## config.mk

```make
export PLATFORM = sky130hd
export DESIGN_NAME = homing_seq
export DESIGN_NICKNAME = d
export VERILOG_FILES = /design/src/pkg/homing_pkg.sv /design/src/rtl/homing_seq.sv /design/src/rtl/input_sync.sv
export VERILOG_INCLUDE_DIRS = /design/src /design/src/pkg
export SDC_FILE = /design/constraint.sdc
export NUM_CORES = 1
export LEC_CHECK = 0
export ABC_AREA = 1
export BUFFER_PORTS_ARGS = -buffer_cell sky130_fd_sc_hd__buf_2
export CORE_MARGIN = 1.5
export CORE_UTILIZATION = 50
export DETAILED_ROUTE_END_ITERATION = 10
export GPL_ROUTABILITY_DRIVEN = 1
export PLACE_DENSITY_LB_ADDON = 0.15
export SLEW_MARGIN = 25
export SYNTH_ARGS = -nofsm -noshare
export SYNTH_HDL_FRONTEND = slang
export SYNTH_SLANG_ARGS = --single-unit
export TNS_END_PERCENT = 20
```

## constraint.sdc

```tcl
create_clock -name REF_CLK -period 13.53 [get_ports REF_CLK]
set_clock_uncertainty 0.05 [all_clocks]
set_input_delay 2.706 -clock REF_CLK [delete_from_list [all_inputs] [get_ports REF_CLK]]
set_output_delay 2.706 -clock REF_CLK [all_outputs]
set_load 0.1 [all_outputs]
```

## src/pkg/homing_cfg.svh

```systemverilog
// Homing sequencer constants: register offsets, field positions, reset values, timing counts.
// Assumes a 100 MHz REF_CLK and an APB bus with 32-bit data.
`ifndef HOMING_CFG_SVH
`define HOMING_CFG_SVH
`define OFF_CTRL        12'h000
`define OFF_SPEED       12'h004
`define OFF_STOP_CUR    12'h008
`define OFF_STOP_TIME   12'h00C
`define OFF_TIMEOUT     12'h010
`define OFF_OFFSET      12'h014
`define OFF_STATUS      12'h018
`define OFF_POS         12'h01C
`define OFF_HOME        12'h020
`define OFF_IRQ_STAT    12'h024
`define OFF_IRQ_EN      12'h028
`define OFF_IRQ_CLR     12'h02C
`define CTRL_START_BIT  0
`define CTRL_DIR_BIT    1
`define CTRL_LEFT_LSB   2
`define CTRL_RIGHT_LSB  4
`define CTRL_INDEX_BIT  6
`define CTRL_RESET      32'h0000_0000
`define SPEED_RESET     16'h0001
`define STOP_CUR_RESET  16'h0100
`define STOP_TIME_RESET 32'h0000_0064
`define TIMEOUT_RESET   32'h05F5_E100
`define IRQ_DONE_BIT    0
`define IRQ_FAIL_BIT    1
`define IRQ_BOUND_BIT   2
`define IRQ_WIDTH       3
`endif

```

## src/pkg/homing_pkg.sv

```systemverilog
// Homing sequencer types: side conditions, first direction and sequence states.
// No assumptions beyond a SystemVerilog compiler.
`default_nettype none
package homing_pkg;
  typedef enum logic [1:0] {
    COND_NONE    = 2'b00,
    COND_ENDSTOP = 2'b01,
    COND_SWITCH  = 2'b10
  } side_cond_e;

  typedef enum logic {
    FIRST_LEFT  = 1'b0,
    FIRST_RIGHT = 1'b1
  } first_dir_e;

  typedef enum logic [2:0] {
    ST_IDLE   = 3'b000,
    ST_FIRST  = 3'b001,
    ST_SECOND = 3'b010,
    ST_INDEX  = 3'b011,
    ST_MOVE   = 3'b100,
    ST_DONE   = 3'b101,
    ST_FAIL   = 3'b110
  } home_state_e;
endpackage
`default_nettype wire

```

## src/rtl/homing_seq.sv

```systemverilog
// Two-sided homing sequencer with APB register access.
// Assumes a motor position loop outside that follows the speed command,
// a current measurement on REF_CLK, and pins for switches and encoder index.
//
// Functional notes
// RQ1 - Find left and right boundary, home is their midpoint, stop there.
// RQ2 - Search runs at the low homing speed, starting in selected direction.
// RQ3 - First direction is left or right and picks the side searched first.
// RQ4 - Travel toward first side until met, then reverse to other side.
// RQ5 - Left condition: not used, end stop, or left limit switch.
// RQ6 - Right condition: not used, end stop, or right limit switch.
// RQ7 - End stop found when current exceeds threshold for configured time.
// RQ8 - With index search enabled, home is the index seen during search.
// RQ9 - After left boundary with index search, move right, first index is home; code keeps the last index seen moving right.
// RQ10 - Among several indexes, choose the one nearest the right-side boundary.
// RQ11 - First direction at unused side while other side used means failure.
// RQ12 - Configurer keeps speed times stop time below maximum position error.
// RQ13 - Timeout aborts with failure; report success, show busy while running.
// RQ14 - Home offset shifts home right if positive, left if negative.
// RQ15 - Start while a sequence runs is ignored until it ends.
`timescale 1ns/100ps
`default_nettype none
`include "homing_cfg.svh"
module homing_seq (
  input  wire logic        REF_CLK,
  input  wire logic        RST,
  input  wire logic        PSEL,
  input  wire logic        PENABLE,
  input  wire logic        PWRITE,
  input  wire logic [11:0] PADDR,
  input  wire logic [31:0] PWDATA,
  output var  logic [31:0] PRDATA,
  output var  logic        PREADY,
  output var  logic        PSLVERR,
  input  wire logic        LEFT_SWITCH,
  input  wire logic        RIGHT_SWITCH,
  input  wire logic        ENC_INDEX,
  input  wire logic [15:0] MOTOR_CURRENT,
  input  wire logic [31:0] MOTOR_POSITION,
  output var  logic signed [15:0] SPEED_CMD,
  output var  logic        HOME_BUSY,
  output var  logic        HOME_OK,
  output var  logic        HOME_FAIL,
  output var  logic        IRQ
);
  // Configuration registers
  logic        dir_reg;
  logic [1:0]  left_cond_reg;
  logic [1:0]  right_cond_reg;
  logic        index_en_reg;
  logic [15:0] speed_reg;
  logic [15:0] stop_cur_reg;
  logic [31:0] stop_time_reg;
  logic [31:0] timeout_reg;
  logic [31:0] offset_reg;
  logic [`IRQ_WIDTH-1:0] irq_stat_reg;
  logic [`IRQ_WIDTH-1:0] irq_en_reg;

  // Sequencer state
  homing_pkg::home_state_e state_reg;
  homing_pkg::home_state_e state_next;
  logic        going_left_reg;
  logic [31:0] bound_a_reg;
  logic [31:0] target_reg;
  logic [31:0] home_reg;
  logic [31:0] stop_cnt_reg;
  logic [31:0] tmo_cnt_reg;
  logic        index_seen_reg;
  logic [31:0] index_pos_reg;
  logic        index_prev_reg;
  logic [31:0] rdata_reg;

  // Synchronised pins
  logic left_sw;
  logic right_sw;
  logic index_s;

  input_sync u_sync_left (
    .REF_CLK (REF_CLK),
    .RST     (RST),
    .din     (LEFT_SWITCH),
    .dout    (left_sw)
  );
  input_sync u_sync_right (
    .REF_CLK (REF_CLK),
    .RST     (RST),
    .din     (RIGHT_SWITCH),
    .dout    (right_sw)
  );
  input_sync u_sync_index (
    .REF_CLK (REF_CLK),
    .RST     (RST),
    .din     (ENC_INDEX),
    .dout    (index_s)
  );

  // APB decode
  wire apb_wr    = PSEL & PENABLE & PWRITE;
  wire apb_rd    = PSEL & PENABLE & ~PWRITE;
  wire wr_ctrl   = apb_wr && (PADDR == `OFF_CTRL);
  wire wr_irqclr = apb_wr && (PADDR == `OFF_IRQ_CLR);
  wire addr_ok   = (PADDR[1:0] == 2'b00) && (PADDR <= `OFF_IRQ_CLR);

  wire busy = (state_reg != homing_pkg::ST_IDLE) && (state_reg != homing_pkg::ST_DONE) &&
              (state_reg != homing_pkg::ST_FAIL);
  wire start = wr_ctrl && PWDATA[`CTRL_START_BIT] && !busy; // RQ15

  // Side selection for the current leg
  wire [1:0] cur_cond = going_left_reg ? left_cond_reg : right_cond_reg; // RQ5 RQ6
  wire       cur_sw   = going_left_reg ? left_sw : right_sw;
  wire       over_cur = MOTOR_CURRENT > stop_cur_reg;
  wire       stop_hit = (stop_cnt_reg >= stop_time_reg) && (stop_time_reg != 32'h0000_0000); // RQ7
  wire       bound_met =
    ((cur_cond == homing_pkg::COND_SWITCH) && cur_sw) ||
    ((cur_cond == homing_pkg::COND_ENDSTOP) && stop_hit) ||
    (cur_cond == homing_pkg::COND_NONE);
  wire [1:0] first_cond = dir_reg ? right_cond_reg : left_cond_reg;
  wire [1:0] other_cond = dir_reg ? left_cond_reg : right_cond_reg;
  wire       bad_setup  = (first_cond == homing_pkg::COND_NONE) &&
                          (other_cond != homing_pkg::COND_NONE); // RQ11
  wire       index_rise = index_s & ~index_prev_reg;
  wire       timed_out  = busy && (tmo_cnt_reg >= timeout_reg);
  wire [32:0] mid_sum   = {bound_a_reg[31], bound_a_reg} + {MOTOR_POSITION[31], MOTOR_POSITION};
  wire [31:0] midpoint  = mid_sum[32:1]; // RQ1
  wire [31:0] home_base = index_seen_reg ? index_pos_reg : midpoint; // RQ8
  wire [31:0] home_sh   = home_base + offset_reg; // RQ14
  // Position follows the speed command one clock late, so the stop is judged one step ahead
  wire [31:0] pos_ahead = MOTOR_POSITION + {{16{SPEED_CMD[15]}}, SPEED_CMD};
  wire [31:0] goal      = (state_reg == homing_pkg::ST_SECOND) ? home_sh : target_reg;
  wire        at_target = (pos_ahead == goal);
  wire        tgt_right = $signed(goal) > $signed(pos_ahead);
  wire        left_next = start ? (dir_reg == homing_pkg::FIRST_LEFT) :
                          (state_reg == homing_pkg::ST_FIRST && bound_met) ? ~going_left_reg : going_left_reg;

  // State transitions
  always_comb begin
    state_next = state_reg;
    case (state_reg)
      homing_pkg::ST_IDLE, homing_pkg::ST_DONE, homing_pkg::ST_FAIL: begin
        if (start) begin
          state_next = bad_setup ? homing_pkg::ST_FAIL : homing_pkg::ST_FIRST;
        end
      end
      homing_pkg::ST_FIRST: begin
        if (bound_met) begin
          state_next = homing_pkg::ST_SECOND; // RQ4
        end
      end
      homing_pkg::ST_SECOND: begin
        if (bound_met) begin
          state_next = homing_pkg::ST_MOVE;
        end
      end
      homing_pkg::ST_INDEX: begin
        state_next = homing_pkg::ST_MOVE;
      end
      homing_pkg::ST_MOVE: begin
        if (at_target) begin
          state_next = homing_pkg::ST_DONE; // RQ13
        end
      end
      default: begin
        state_next = homing_pkg::ST_IDLE;
      end
    endcase
    if (timed_out) begin
      state_next = homing_pkg::ST_FAIL; // RQ13
    end
  end

  always_ff @(posedge REF_CLK or posedge RST) begin
    if (RST) begin
      state_reg <= homing_pkg::ST_IDLE;
    end else begin
      state_reg <= state_next;
    end
  end

  // Leg direction, boundaries and target
  always_ff @(posedge REF_CLK or posedge RST) begin
    if (RST) begin
      going_left_reg <= 1'b1;
      bound_a_reg    <= 32'h0000_0000;
      target_reg     <= 32'h0000_0000;
      home_reg       <= 32'h0000_0000;
    end else if (start) begin
      going_left_reg <= (dir_reg == homing_pkg::FIRST_LEFT); // RQ3
    end else if (state_reg == homing_pkg::ST_FIRST && bound_met) begin
      going_left_reg <= ~going_left_reg; // RQ4
      bound_a_reg    <= MOTOR_POSITION;
    end else if (state_reg == homing_pkg::ST_SECOND && bound_met) begin
      target_reg     <= home_sh; // RQ1 RQ14
      home_reg       <= home_sh;
    end
  end

  // End-stop dwell counter: resets whenever current drops or a leg changes
  always_ff @(posedge REF_CLK or posedge RST) begin
    if (RST) begin
      stop_cnt_reg <= 32'h0000_0000;
    end else if (!busy || !over_cur || (state_next != state_reg)) begin
      stop_cnt_reg <= 32'h0000_0000;
    end else if (stop_cnt_reg != 32'hFFFF_FFFF) begin
      stop_cnt_reg <= stop_cnt_reg + 32'h0000_0001; // RQ7
    end
  end

  // Timeout counter
  always_ff @(posedge REF_CLK or posedge RST) begin
    if (RST) begin
      tmo_cnt_reg <= 32'h0000_0000;
    end else if (!busy) begin
      tmo_cnt_reg <= 32'h0000_0000;
    end else begin
      tmo_cnt_reg <= tmo_cnt_reg + 32'h0000_0001; // RQ13
    end
  end

  // Index capture during the search. Moving right, the latest index is kept so the one
  // nearest the right boundary wins; moving left, only the first one is kept.
  always_ff @(posedge REF_CLK or posedge RST) begin
    if (RST) begin
      index_prev_reg <= 1'b0;
      index_seen_reg <= 1'b0;
      index_pos_reg  <= 32'h0000_0000;
    end else begin
      index_prev_reg <= index_s;
      if (start) begin
        index_seen_reg <= 1'b0;
      end else if (index_en_reg && index_rise &&
                   (state_reg == homing_pkg::ST_FIRST || state_reg == homing_pkg::ST_SECOND)) begin
        if (!going_left_reg) begin
          index_seen_reg <= 1'b1; // RQ9 RQ10
          index_pos_reg  <= MOTOR_POSITION;
        end else if (!index_seen_reg) begin
          index_seen_reg <= 1'b1; // RQ8
          index_pos_reg  <= MOTOR_POSITION;
        end
      end
    end
  end

  // Speed command: only the low homing speed is ever used
  always_ff @(posedge REF_CLK or posedge RST) begin
    if (RST) begin
      SPEED_CMD <= 16'h0000;
    end else if (state_next == homing_pkg::ST_FIRST || state_next == homing_pkg::ST_SECOND) begin
      SPEED_CMD <= left_next ? -$signed(speed_reg) : $signed(speed_reg); // RQ2
    end else if (state_next == homing_pkg::ST_MOVE && !at_target) begin
      SPEED_CMD <= tgt_right ? $signed(speed_reg) : -$signed(speed_reg); // RQ14
    end else begin
      SPEED_CMD <= 16'h0000; // RQ1
    end
  end

  // Configuration writes
  always_ff @(posedge REF_CLK or posedge RST) begin
    if (RST) begin
      dir_reg        <= 1'b0;
      left_cond_reg  <= 2'b00;
      right_cond_reg <= 2'b00;
      index_en_reg   <= 1'b0;
      speed_reg      <= `SPEED_RESET;
      stop_cur_reg   <= `STOP_CUR_RESET;
      stop_time_reg  <= `STOP_TIME_RESET;
      timeout_reg    <= `TIMEOUT_RESET;
      offset_reg     <= 32'h0000_0000;
      irq_en_reg     <= {`IRQ_WIDTH{1'b0}};
    end else if (apb_wr && !busy) begin
      // Setup is frozen while a sequence runs so the legs stay consistent
      if (PADDR == `OFF_CTRL) begin
        dir_reg        <= PWDATA[`CTRL_DIR_BIT];
        left_cond_reg  <= PWDATA[`CTRL_LEFT_LSB +: 2];
        right_cond_reg <= PWDATA[`CTRL_RIGHT_LSB +: 2];
        index_en_reg   <= PWDATA[`CTRL_INDEX_BIT];
      end else if (PADDR == `OFF_SPEED) begin
        speed_reg <= PWDATA[15:0];
      end else if (PADDR == `OFF_STOP_CUR) begin
        stop_cur_reg <= PWDATA[15:0];
      end else if (PADDR == `OFF_STOP_TIME) begin
        stop_time_reg <= PWDATA;
      end else if (PADDR == `OFF_TIMEOUT) begin
        timeout_reg <= PWDATA;
      end else if (PADDR == `OFF_OFFSET) begin
        offset_reg <= PWDATA;
      end else if (PADDR == `OFF_IRQ_EN) begin
        irq_en_reg <= PWDATA[`IRQ_WIDTH-1:0];
      end
    end else if (apb_wr && PADDR == `OFF_IRQ_EN) begin
      irq_en_reg <= PWDATA[`IRQ_WIDTH-1:0];
    end
  end

  // Sticky events; a set in the same cycle as a clear wins
  wire [`IRQ_WIDTH-1:0] ev_set = {
    (state_reg == homing_pkg::ST_FIRST && bound_met),
    (state_next == homing_pkg::ST_FAIL && state_reg != homing_pkg::ST_FAIL),
    (state_next == homing_pkg::ST_DONE && state_reg != homing_pkg::ST_DONE)};
  wire [`IRQ_WIDTH-1:0] ev_clr = wr_irqclr ? PWDATA[`IRQ_WIDTH-1:0] : {`IRQ_WIDTH{1'b0}};

  always_ff @(posedge REF_CLK or posedge RST) begin
    if (RST) begin
      irq_stat_reg <= {`IRQ_WIDTH{1'b0}};
    end else begin
      irq_stat_reg <= (irq_stat_reg & ~ev_clr) | ev_set;
    end
  end

  // Read mux
  wire [31:0] status_word = {29'h0, HOME_FAIL, HOME_OK, HOME_BUSY};
  wire [31:0] ctrl_word   = {25'h0, index_en_reg, right_cond_reg, left_cond_reg, dir_reg, busy};
  wire [31:0] rd_mux =
    (PADDR == `OFF_CTRL)      ? ctrl_word :
    (PADDR == `OFF_SPEED)     ? {16'h0000, speed_reg} :
    (PADDR == `OFF_STOP_CUR)  ? {16'h0000, stop_cur_reg} :
    (PADDR == `OFF_STOP_TIME) ? stop_time_reg :
    (PADDR == `OFF_TIMEOUT)   ? timeout_reg :
    (PADDR == `OFF_OFFSET)    ? offset_reg :
    (PADDR == `OFF_STATUS)    ? status_word :
    (PADDR == `OFF_POS)       ? MOTOR_POSITION :
    (PADDR == `OFF_HOME)      ? home_reg :
    (PADDR == `OFF_IRQ_STAT)  ? {29'h0, irq_stat_reg} :
    (PADDR == `OFF_IRQ_EN)    ? {29'h0, irq_en_reg} :
    32'h0000_0000;

  always_ff @(posedge REF_CLK or posedge RST) begin
    if (RST) begin
      rdata_reg <= 32'h0000_0000;
    end else if (PSEL && !PENABLE && !PWRITE) begin
      rdata_reg <= rd_mux;
    end
  end

  assign PRDATA    = rdata_reg;
  assign PREADY    = 1'b1;
  assign PSLVERR   = PSEL & PENABLE & ~addr_ok;
  assign HOME_BUSY = busy; // RQ13
  assign HOME_OK   = (state_reg == homing_pkg::ST_DONE);
  assign HOME_FAIL = (state_reg == homing_pkg::ST_FAIL); // RQ11
  assign IRQ       = |(irq_stat_reg & irq_en_reg);
endmodule
`default_nettype wire

```

## src/rtl/input_sync.sv

```systemverilog
// Three-stage synchroniser for pin inputs; output changes when stages two and three agree.
// Assumes the input is asynchronous to REF_CLK.
`timescale 1ns/100ps
`default_nettype none
module input_sync (
  input  wire logic REF_CLK,
  input  wire logic RST,
  input  wire logic din,
  output var  logic dout
);
  logic s1_reg;
  logic s2_reg;
  logic s3_reg;
  logic out_reg;
  wire  agree = (s2_reg == s3_reg);

  always_ff @(posedge REF_CLK or posedge RST) begin
    if (RST) begin
      s1_reg  <= 1'b0;
      s2_reg  <= 1'b0;
      s3_reg  <= 1'b0;
      out_reg <= 1'b0;
    end else begin
      s1_reg <= din;
      s2_reg <= s1_reg;
      s3_reg <= s2_reg;
      if (agree) begin
        out_reg <= s3_reg;
      end
    end
  end

  assign dout = out_reg;
endmodule
`default_nettype wire

```

---- Word-level counts from Yosys, hierarchy flattened ----
Cells that the tools add are included.
storage, ports and cells
  memory bits (writable) .................. 0
  latch bits .............................. 0
  memory bits (read-only) ................. 0
  flip-flop bits (word level) ............. 366
  memories ................................ 0
  word-level logic and storage cells ...... 208
  input bits .............................. 100
  output and inout bits ................... 54
cells by class
  $add $sub $neg .......................... 6
  shift operators ......................... 0
  reductions and logical operators ........ 57
  multiplexer cells ....................... 47
  $lt $le $gt $ge ......................... 5
  div/mod/pow operators ................... 0
  equal/unequal tests ..................... 40
  multiply operators ...................... 0
  bitwise gates (word level) .............. 19
operators by type and width
  operator                                                                number
  32-bit 2-to-1 mux                                                       16
  32-bit by 1-bit adder with 32-bit output, second input constant         2
  32-bit adder                                                            2
  32-bit >= comparator                                                    2
  16-bit 2-to-1 mux                                                       4
  3-bit 2-to-1 mux                                                        18
  12-bit by 5-bit == test with 1-bit output, second input constant        4
  12-bit by 6-bit == test with 1-bit output, second input constant        4
  32-bit by 32-bit adder with 33-bit output                               1
  32-bit == test                                                          1
  32-bit > comparator                                                     1
  32-bit != test, second input constant                                   1
  32-bit nonzero test                                                     1
  12-bit by 4-bit == test with 1-bit output, second input constant        2
  1-bit logical AND                                                       23
  3-bit == test, second input constant                                    6
  16-bit > comparator                                                     1
  16-bit negation                                                         1
  3-bit case mux with 5 select lines                                      1
  2-bit != test, second input constant                                    7
  12-bit by 3-bit == test with 1-bit output, second input constant        1
  12-bit by 6-bit <= comparator with 1-bit output, second input constant  1
  12-bit zero test                                                        1
  1-bit NOT                                                               11
  other kinds (28)                                                        62

---- Longest topological paths before layout ----
Gate-level depths: netlist (run 1).
  depth after elaboration ................. 12
  gate-level depth with buffers ........... 45
  mapped depth without buffers ............ 44

---- Hierarchy ----
A second synthesis (run 1) with hierarchy kept.
second synthesis, totals
  cell total of the unflattened synthesis .. 3476
  area, all modules ....................... 25595.8 um^2
modules (own cells, without submodules)
  module      sequential area each (um^2)  area each (um^2)  cells an instance  instances
  homing_seq  8881.0                       25235.5           3449               1
  input_sync  100.1                        120.1             9                  3

---- Least setup slack after synthesis (run 1) ----
No wires, ideal clock.
  kind .................................... input-to-reg
  start point ............................. input port MOTOR_POSITION[1]
  end point ............................... register stop_cnt_reg[0]
  setup slack ............................. 5340 ps
  path buffers ............................ 1
  data arrival time ....................... 8054 ps
  setup time .............................. 86 ps
  data required time ...................... 13394 ps
  stages .................................. 33
  path through ............................ inv_1 -> fa_1 -> o21ai_0 -> a21oi_1 -> o21ai_0 -> a21boi_0 -> o21ai_0 -> nand2_1 -> nand2_1 -> nand2_1 -> nand3_1 -> o21ai_0 -> ha_1 -> a21oi_1 -> o21a_1 -> a21boi_0 -> nand2_1 -> a21oi_1 -> o21ai_0 -> a21oi_1 -> xor2_1 -> o21ai_0 -> ha_1 -> nand2_1 -> nor4_1 -> nand4_1 -> o21a_1 -> nand2_2 -> nand2_4 -> nand2_1 -> nand3_2 -> buf_2 -> nor3_1
between the ends
  longest elaborated chain between the ends .. 11
  elaborated cells on any way between the ends .. 13
  classes of those cells .................. add/sub: 3; eq/ne: 2; mux: 6; reduce/logical: 2
RTL lines
  what                                                            RTL line           text
  from (decl)                                                     homing_seq.sv:39   input wire logic [31:0] MOTOR_POSITION,
  32-bit by 32-bit adder with 33-bit output                       homing_seq.sv:123  wire [32:0] mid_sum = {bound_a_reg[31], bound_a_reg} + {MOTOR_POSITION[31], MOTOR_POSITION};
  32-bit 2-to-1 mux                                               homing_seq.sv:125  wire [31:0] home_base = index_seen_reg ? index_pos_reg : midpoint;
  32-bit adder                                                    homing_seq.sv:126  wire [31:0] home_sh = home_base + offset_reg;
  32-bit 2-to-1 mux                                               homing_seq.sv:129  wire [31:0] goal = (state_reg == homing_pkg::ST_SECOND) ? home_sh : target_reg;
  32-bit == test *                                                homing_seq.sv:130  wire at_target = (pos_ahead == goal);
  3-bit 2-to-1 mux *                                              homing_seq.sv:158  if (at_target) begin
  3-bit case mux with 5 select lines *                            homing_seq.sv:138  case (state_reg)
  3-bit 2-to-1 mux *                                              homing_seq.sv:166  if (timed_out) begin
  3-bit != test *                                                 homing_seq.sv:201  end else if (!busy || !over_cur || (state_next != state_reg)) begin
  1-bit logical OR *                                              homing_seq.sv:201
  32-bit 2-to-1 mux / 2-bit nonzero test (equally long branches)  n/a
  to (signal assigned)                                            homing_seq.sv:204  stop_cnt_reg <= stop_cnt_reg + 32'h0000_0001;
  to (decl)                                                       homing_seq.sv:66   logic [31:0] stop_cnt_reg;
Mark *: on every way between the ends. The rest lies on a longest branch, timed or not.
A chain may end at the register's enable or synchronous reset.

---- Final worst setup path (run 1) ----
  start point ............................. input port MOTOR_POSITION[2]
  end point ............................... register stop_cnt_reg[4]
Same word-level chain as after synthesis.

==> results.md, run 1 <==
- Outcome: completed
- I/O pins: 154
- Slowest cell on crit path: nand3_2
- Antenna diodes: 0
- Post-Route M1 WL: 39.84 mm
- Total power: 3.121 mW
- Largest cells by area after synthesis: dfrtp_1, nand2_1, ha_1
- Vias in the first global route: around 24000
- Largest area contributor in the netlist: dfrtp_1
- First-pass GRT wire length: ~140 mm
- Post-DR vias/cell: a little under 6
- RSZ-0062 raised after global routing: no
- Hold path startpoint: u_sync_right.s1_reg
- PostCTS Resize Cnt: 0
- Largest net degree at the start of global routing: around 110
- Syn Area/Cell: ~7.3 um2
- Sequential-to-total area share from yosys stat: approximately 36%
- Final setup fails: 0
- First drt pass iteration count: 6
- Horiz. Die Dim: about 230 um
- Syn nets: 3829
- Worst path required time: 13980 ps
- Synth Cell Area: between 0.02 and 0.03 mm2
- Dpl hpwl: between 60 and 70 mm
- Post-synth EDFFs: 0
- TritonCTS Buffers: 44
- Routed wl met3: roughly 6.7 mm
- Tcrit/Tclk final: 74.26%
- Comb power frac: approximately a fifth
- Clk sink count: roughly 370
- Clock Latency Late Sink: between 600 and 700 ps
- Worst min-delay path class: register to register
- Placed Cells: roughly 4300
- Drt drc: 0
- Power per cell area: approximately 110 mW/mm2
- Num rows: slightly above 80
- Reg power frac: 37.0%
- YS warnings: 0
- DP Worst Slack: ~2900 ps
- Worst setup margin: between 3000 and 4000 ps
- Relative slew margins: 32.82%
- Tot GR Track Use: 33.95%
- DR WL/cell: ~21 um
- Clock tree from TritonCTS: built
- Core Area: ~0.050 mm2
- FMAX: ~0.1 GHz
- Synth cell types: 62
- DR vias: roughly 25000
- GP Congestion: roughly 0.99
- Clk pin slew, worst setup/hold paths: around 70 ps
- Max Root-Sink Buffers: 3
- Clock share of power: a little over two fifths
- CP arrival: 10500 ps
- Setup bufs post-CTS: 0
- Crit path launch: MOTOR_POSITION[2]
- CTS Root Cell: clkbuf_16
- Non-filler cells in the finished layout: 4344
- Commonest non-fill, non-tap cell in the layout: nand2_1
- Global route overflow: 0
- Most frequent cells in the layout: nand2_1, inv_1, o21ai_0
- Final TNS setup: 0 ps
- Worst VDD drop: 149.2 uV
- Final #Nets: between 3000 and 4000
- Crit path top cell by count: nand2_1
- Max-cap violations: 0
- Share of layout cells above drive strength 1: 9.259%
- Slew @ Worst Pin: about 1000 ps
- Initial antenna violation count: 2
- Initial Utilization: 50.95%
- PortBufs: ~150
- Die Height: roughly 230 um
- Post-route ant nets: 0
- Crit-path max FO: 32
- Hold buffer count at CTS: 0
- Switching share of power: about 33%
- CP Capture Type: register
- Pint: roughly 2.1 mW
- Area share of the largest cell type after synthesis: 33.93%
- Hold Fails Final Rpt: 0
- Post-synthesis async set-or-reset flop share: 100.0%
- Highest routed layer: met5
- WS Path Type: input pin to register
- Crit path time final: ~10000 ps
- Initial drt markers: 1980
- Net Switching: approximately 1.0 mW
- Launch point of the worst reg-to-reg path: bound_a_reg[2]
- Leak Pwr: roughly 14 nW
- Crit start category: input pin
- Final Max Slew Viols: 0
- Most used DFF post-synth: dfrtp_1
- Area growth, synth to finish: 11.88%
- Synth Register Bits: approximately 370
- Mapped Cells: 3517
- Post-route cell area: approximately 0.029 mm2
- Die ar.: roughly 0.053 mm2
- Htree depth: 2
- Max incr delay on CP: around 550 ps
- Drt total wl: 89.48 mm
- Met2 Wirelength: 40.15 mm
- Area after DPL: around 0.027 mm2
worst paths after layout:
path                                       endpoint  slack, ps  cells after the start
max in group asynchronous              home_reg[28]       9200                      4
worst min-delay path            u_sync_right.s2_reg        310                      0
worst max-delay path                stop_cnt_reg[4]       3480                     43
worst min register to register  u_sync_right.s2_reg        310                      0
worst max register to register      stop_cnt_reg[4]       5320                     42
min in group asynchronous                PRDATA[13]       2190                      2
power by group through the flow:
stage / logic [mW] / registers [mW] / clock network, mW
after CTS: 0.650 / 1.15 / 1.32
final: 0.658 / 1.15 / 1.31
after detailed placement: 0.647 / 1.17 / 0
after global routing: 0.732 / 1.16 / 1.37
after global placement: 0.637 / 1.17 / 0
after floorplan: 0.445 / 1.17 / 0
metal layers:
metal / vias up / GRT usage [%]
met5: - / 0
met2: 929 / 53.85
met4: 2 / 10.69
li1: 11980 / -
met1: 12000 / 47.99
met3: 154 / 4.445
cell usage after synthesis (all sizes together) (18+ instances only):
| cell type | count |
|---|---|
| nand2 | 926 |
| inv | 470 |
| o21ai | 414 |
| dfrtp | 348 |
| a21oi | 214 |
| ha | 209 |
| nor2 | 194 |
| nand3 | 153 |
| clkbuf | 89 |
| nand4 | 86 |
| nor3 | 80 |
| xor2 | 61 |
| o211ai | 42 |
| xnor2 | 31 |
| dfstp | 18 |
through the flow:
stage / utilization, % / hold WS [ps]
global placement: 53.75 / 293.9
CTS: 56.91 / 309.9
detailed placement: 53.76 / 285.5
global route: 57.00 / 316.8
finish: 57.00 / 307.4
floorplan: - / 281.2
worst max-delay path: cells and delay by family:
kind / cells / cell delay, ps
buffers and inverters: 5 / 760
AOI/OAI and AO/OA: 10 / 2230
xor gates and xnor gates: 1 / 170
adders and majority gates: 3 / 980
and+or+nand+nor: 24 / 3620
layout make-up:
type / instances / area (um2)
inverter: 473 / 1783
multi-input combinational: 2573 / 14340
sequential: 366 / 9181
tap: 672 / 840.8
fill: 4712 / 21660
timing repair buffer: 179 / 979.7
clock inverter: 20 / 334.1
clock buffer: 61 / 1255
logic make-up (layout without fill, tap and decap cells):
kind of cell	after synthesis	in the layout	share of synthesized area [%]
flip-flops	366	366	35.77
other	1	1	0.01461
AO/OA/AOI/OAI	775	775	16.79
XOR/XNOR	92	92	3.139
AND/OR/NAND/NOR	1471	1471	24.35
multiplexers	19	19	0.8239
buffers and inverters	578	733	8.575
adder cells (fa/ha/maj)	215	215	10.54
(Power assumes the default switching activity.)
==> inputs of run 2 (changes only) <==
==> constraint.sdc (replaced) <==
create_clock -name REF_CLK -period 8.97 [get_ports REF_CLK]
set_clock_uncertainty 0.05 [all_clocks]
set_input_delay 1.794 -clock REF_CLK [delete_from_list [all_inputs] [get_ports REF_CLK]]
set_output_delay 1.794 -clock REF_CLK [all_outputs]
set_load 0.1 [all_outputs]
==> results.md, run 2 (synthesized netlist as in run 1, its figures left out) <==
- Initial drt markers: roughly 2000
- WS Path Type: input pin to register
- Dpl hpwl: between 60 and 70 mm
- Post-route cell area: approximately 0.029 mm2
- Crit-path max FO: 32
- Final #Nets: around 4000
- CTS Root Cell: clkbuf_16
- Commonest non-fill, non-tap cell in the layout: nand2_1
- Worst r2r dst: stop_cnt_reg[11]
- Die ar.: about 0.053 mm2
- Slew @ Worst Pin: 1098 ps
- Outcome: completed
- Tot GR Track Use: approximately 34%
- Final setup fails: 0
- Final Max Slew Viols: 0
- PostCTS Resize Cnt: 0
- Share of layout cells above drive strength 1: 9.378%
- TritonCTS Buffers: between 40 and 50
- FF-to-FF setup slack: about 1900 ps
- Setup bufs post-CTS: 0
- Clk pin slew, worst setup/hold paths: roughly 60 ps
- Area growth, synth to finish: 12.02%
- Crit path time final: ~8100 ps
- Most frequent cells in the layout: nand2_1, inv_1, o21ai_0
- Initial antenna violation count: 0
- CP endpoint: stop_cnt_reg[11]
- Vias in the first global route: between 20000 and 25000
- I/O pins: roughly 150
- Tcrit/Tclk final: approximately 90%
- Final TNS setup: 0 ps
- Crit path launch: MOTOR_POSITION[1]
- Largest net degree at the start of global routing: between 150 and 200
- First-pass GRT wire length: 137.5 mm
- Worst VDD drop: approximately 170 uV
- CP Capture Type: register
- Max incr delay on CP: ~460 ps
- Hold Fails Final Rpt: 0
- DR vias: approximately 25000
- Post-DR vias/cell: around 5.8
- Crit start category: input pin
- Max-cap violations: 0
- Htree depth: 2
- Initial Utilization: 50.95%
- Drt drc: 0
- Power per cell area: 163.5 mW/mm2
- Horiz. Die Dim: 229.6 um
- CP arrival: roughly 8600 ps
- Worst min-delay path class: register to register
- First drt pass iteration count: 6
- Die Height: between 200 and 250 um
- R2r worst-path depth: 38
- GP Congestion: 0.9784
- Max Root-Sink Buffers: 3
- Relative slew margins: a little over a quarter
- Slowest cell on crit path: fa_1
- Clock Latency Late Sink: just over 600 ps
- Worst path required time: 9430 ps
- Num rows: 82
- RSZ-0062 raised after global routing: no
- Core Area: just over 0.05 mm2
- DR WL/cell: between 20 and 25 um
- Clock tree from TritonCTS: built
- PortBufs: between 150 and 200
- Clk sink count: between 300 and 400
- Area after DPL: about 0.027 mm2
- Antenna diodes: 0
- Drt total wl: 88.94 mm
- Post-route ant nets: 0
- Hold buffer count at CTS: 0
- Launch point of the worst reg-to-reg path: bound_a_reg[1]
- Leak Pwr: 14.24 nW
- FMAX: 0.1231 GHz
- Crit path top cell by count: nand2_1
- Global route overflow: 0
## run 2: cell count changes in the layout (fill, tap and decap cells not counted), moves of 3 or more
cell / previous run / this run
bufinv_16: 7 / 3
clkbuf_8: 9 / 12
buf_4: 25 / 28
buf_12: 1 / 5
clkbuf_1: 8 / 11
## run 2: area by class of cell
class / instances / area (um2)
Clock buffer: 68 / 1333
Timing Repair Buffer: 186 / 1082
Inverter: 473 / 1779
Sequential cell: 366 / 9181
Fill cell: 4840 / 21630
Clock inverter: 13 / 193.9
Tap cell: 672 / 840.8
Multi-Input combinational cell: 2573 / 14340
## run 2: worst max-delay path: cells and delay by family
kind | cells | cell delay [ps]
buf+inv | 5 | 720
simple gates | 20 | 2430
compound gates | 11 | 2420
fa+ha+maj | 3 | 1180
## run 2: power by group
group / switching, mW / leakage (nW) / internal (mW) / total [mW]
combinational: 0.762 / 8.77 / 0.288 / 1.05
clock: 0.792 / 0.746 / 1.12 / 1.91
sequential: 0.0352 / 4.72 / 1.70 / 1.74
total: 1.59 / 14.2 / 3.11 / 4.70
## run 2: worst min path at each step
stage,from,to,slack (ps),cells past startpoint
6_report,u_sync_right.s1_reg,u_sync_right.s2_reg,310,0
5_1_grt,u_sync_left.s1_reg,u_sync_left.s2_reg,320,0
4_1_cts,u_sync_right.s1_reg,u_sync_right.s2_reg,310,0
3_5_place_dp,u_sync_right.s1_reg,u_sync_right.s2_reg,290,0
3_3_place_gp,u_sync_index.s1_reg,u_sync_index.s2_reg,290,0
2_1_floorplan,u_sync_index.s1_reg,u_sync_index.s2_reg,280,0
## run 2: metrics by stage
stage	setup slack [ps]	util [%]	hold slack (ps)	instances	total power, mW
5_1_grt	94.67	57.07	319.3	4351	4.887
3_3_place_gp	494.2	53.98	294.1	4269	2.783
6_report	847.6	57.07	308.5	4351	4.701
4_1_cts	766.9	57.02	310.7	4350	4.715
2_1_floorplan	1692	-	281.2	3517	2.443
3_5_place_dp	149.6	53.99	287.8	4269	2.802
## run 2: metal layers
metal / routed length, um / GRT usage, %
met5: 0 / 0
met4: 2885 / 11.31
met3: 6641 / 4.557
met2: 39620 / 52.79
met1: 39790 / 47.75
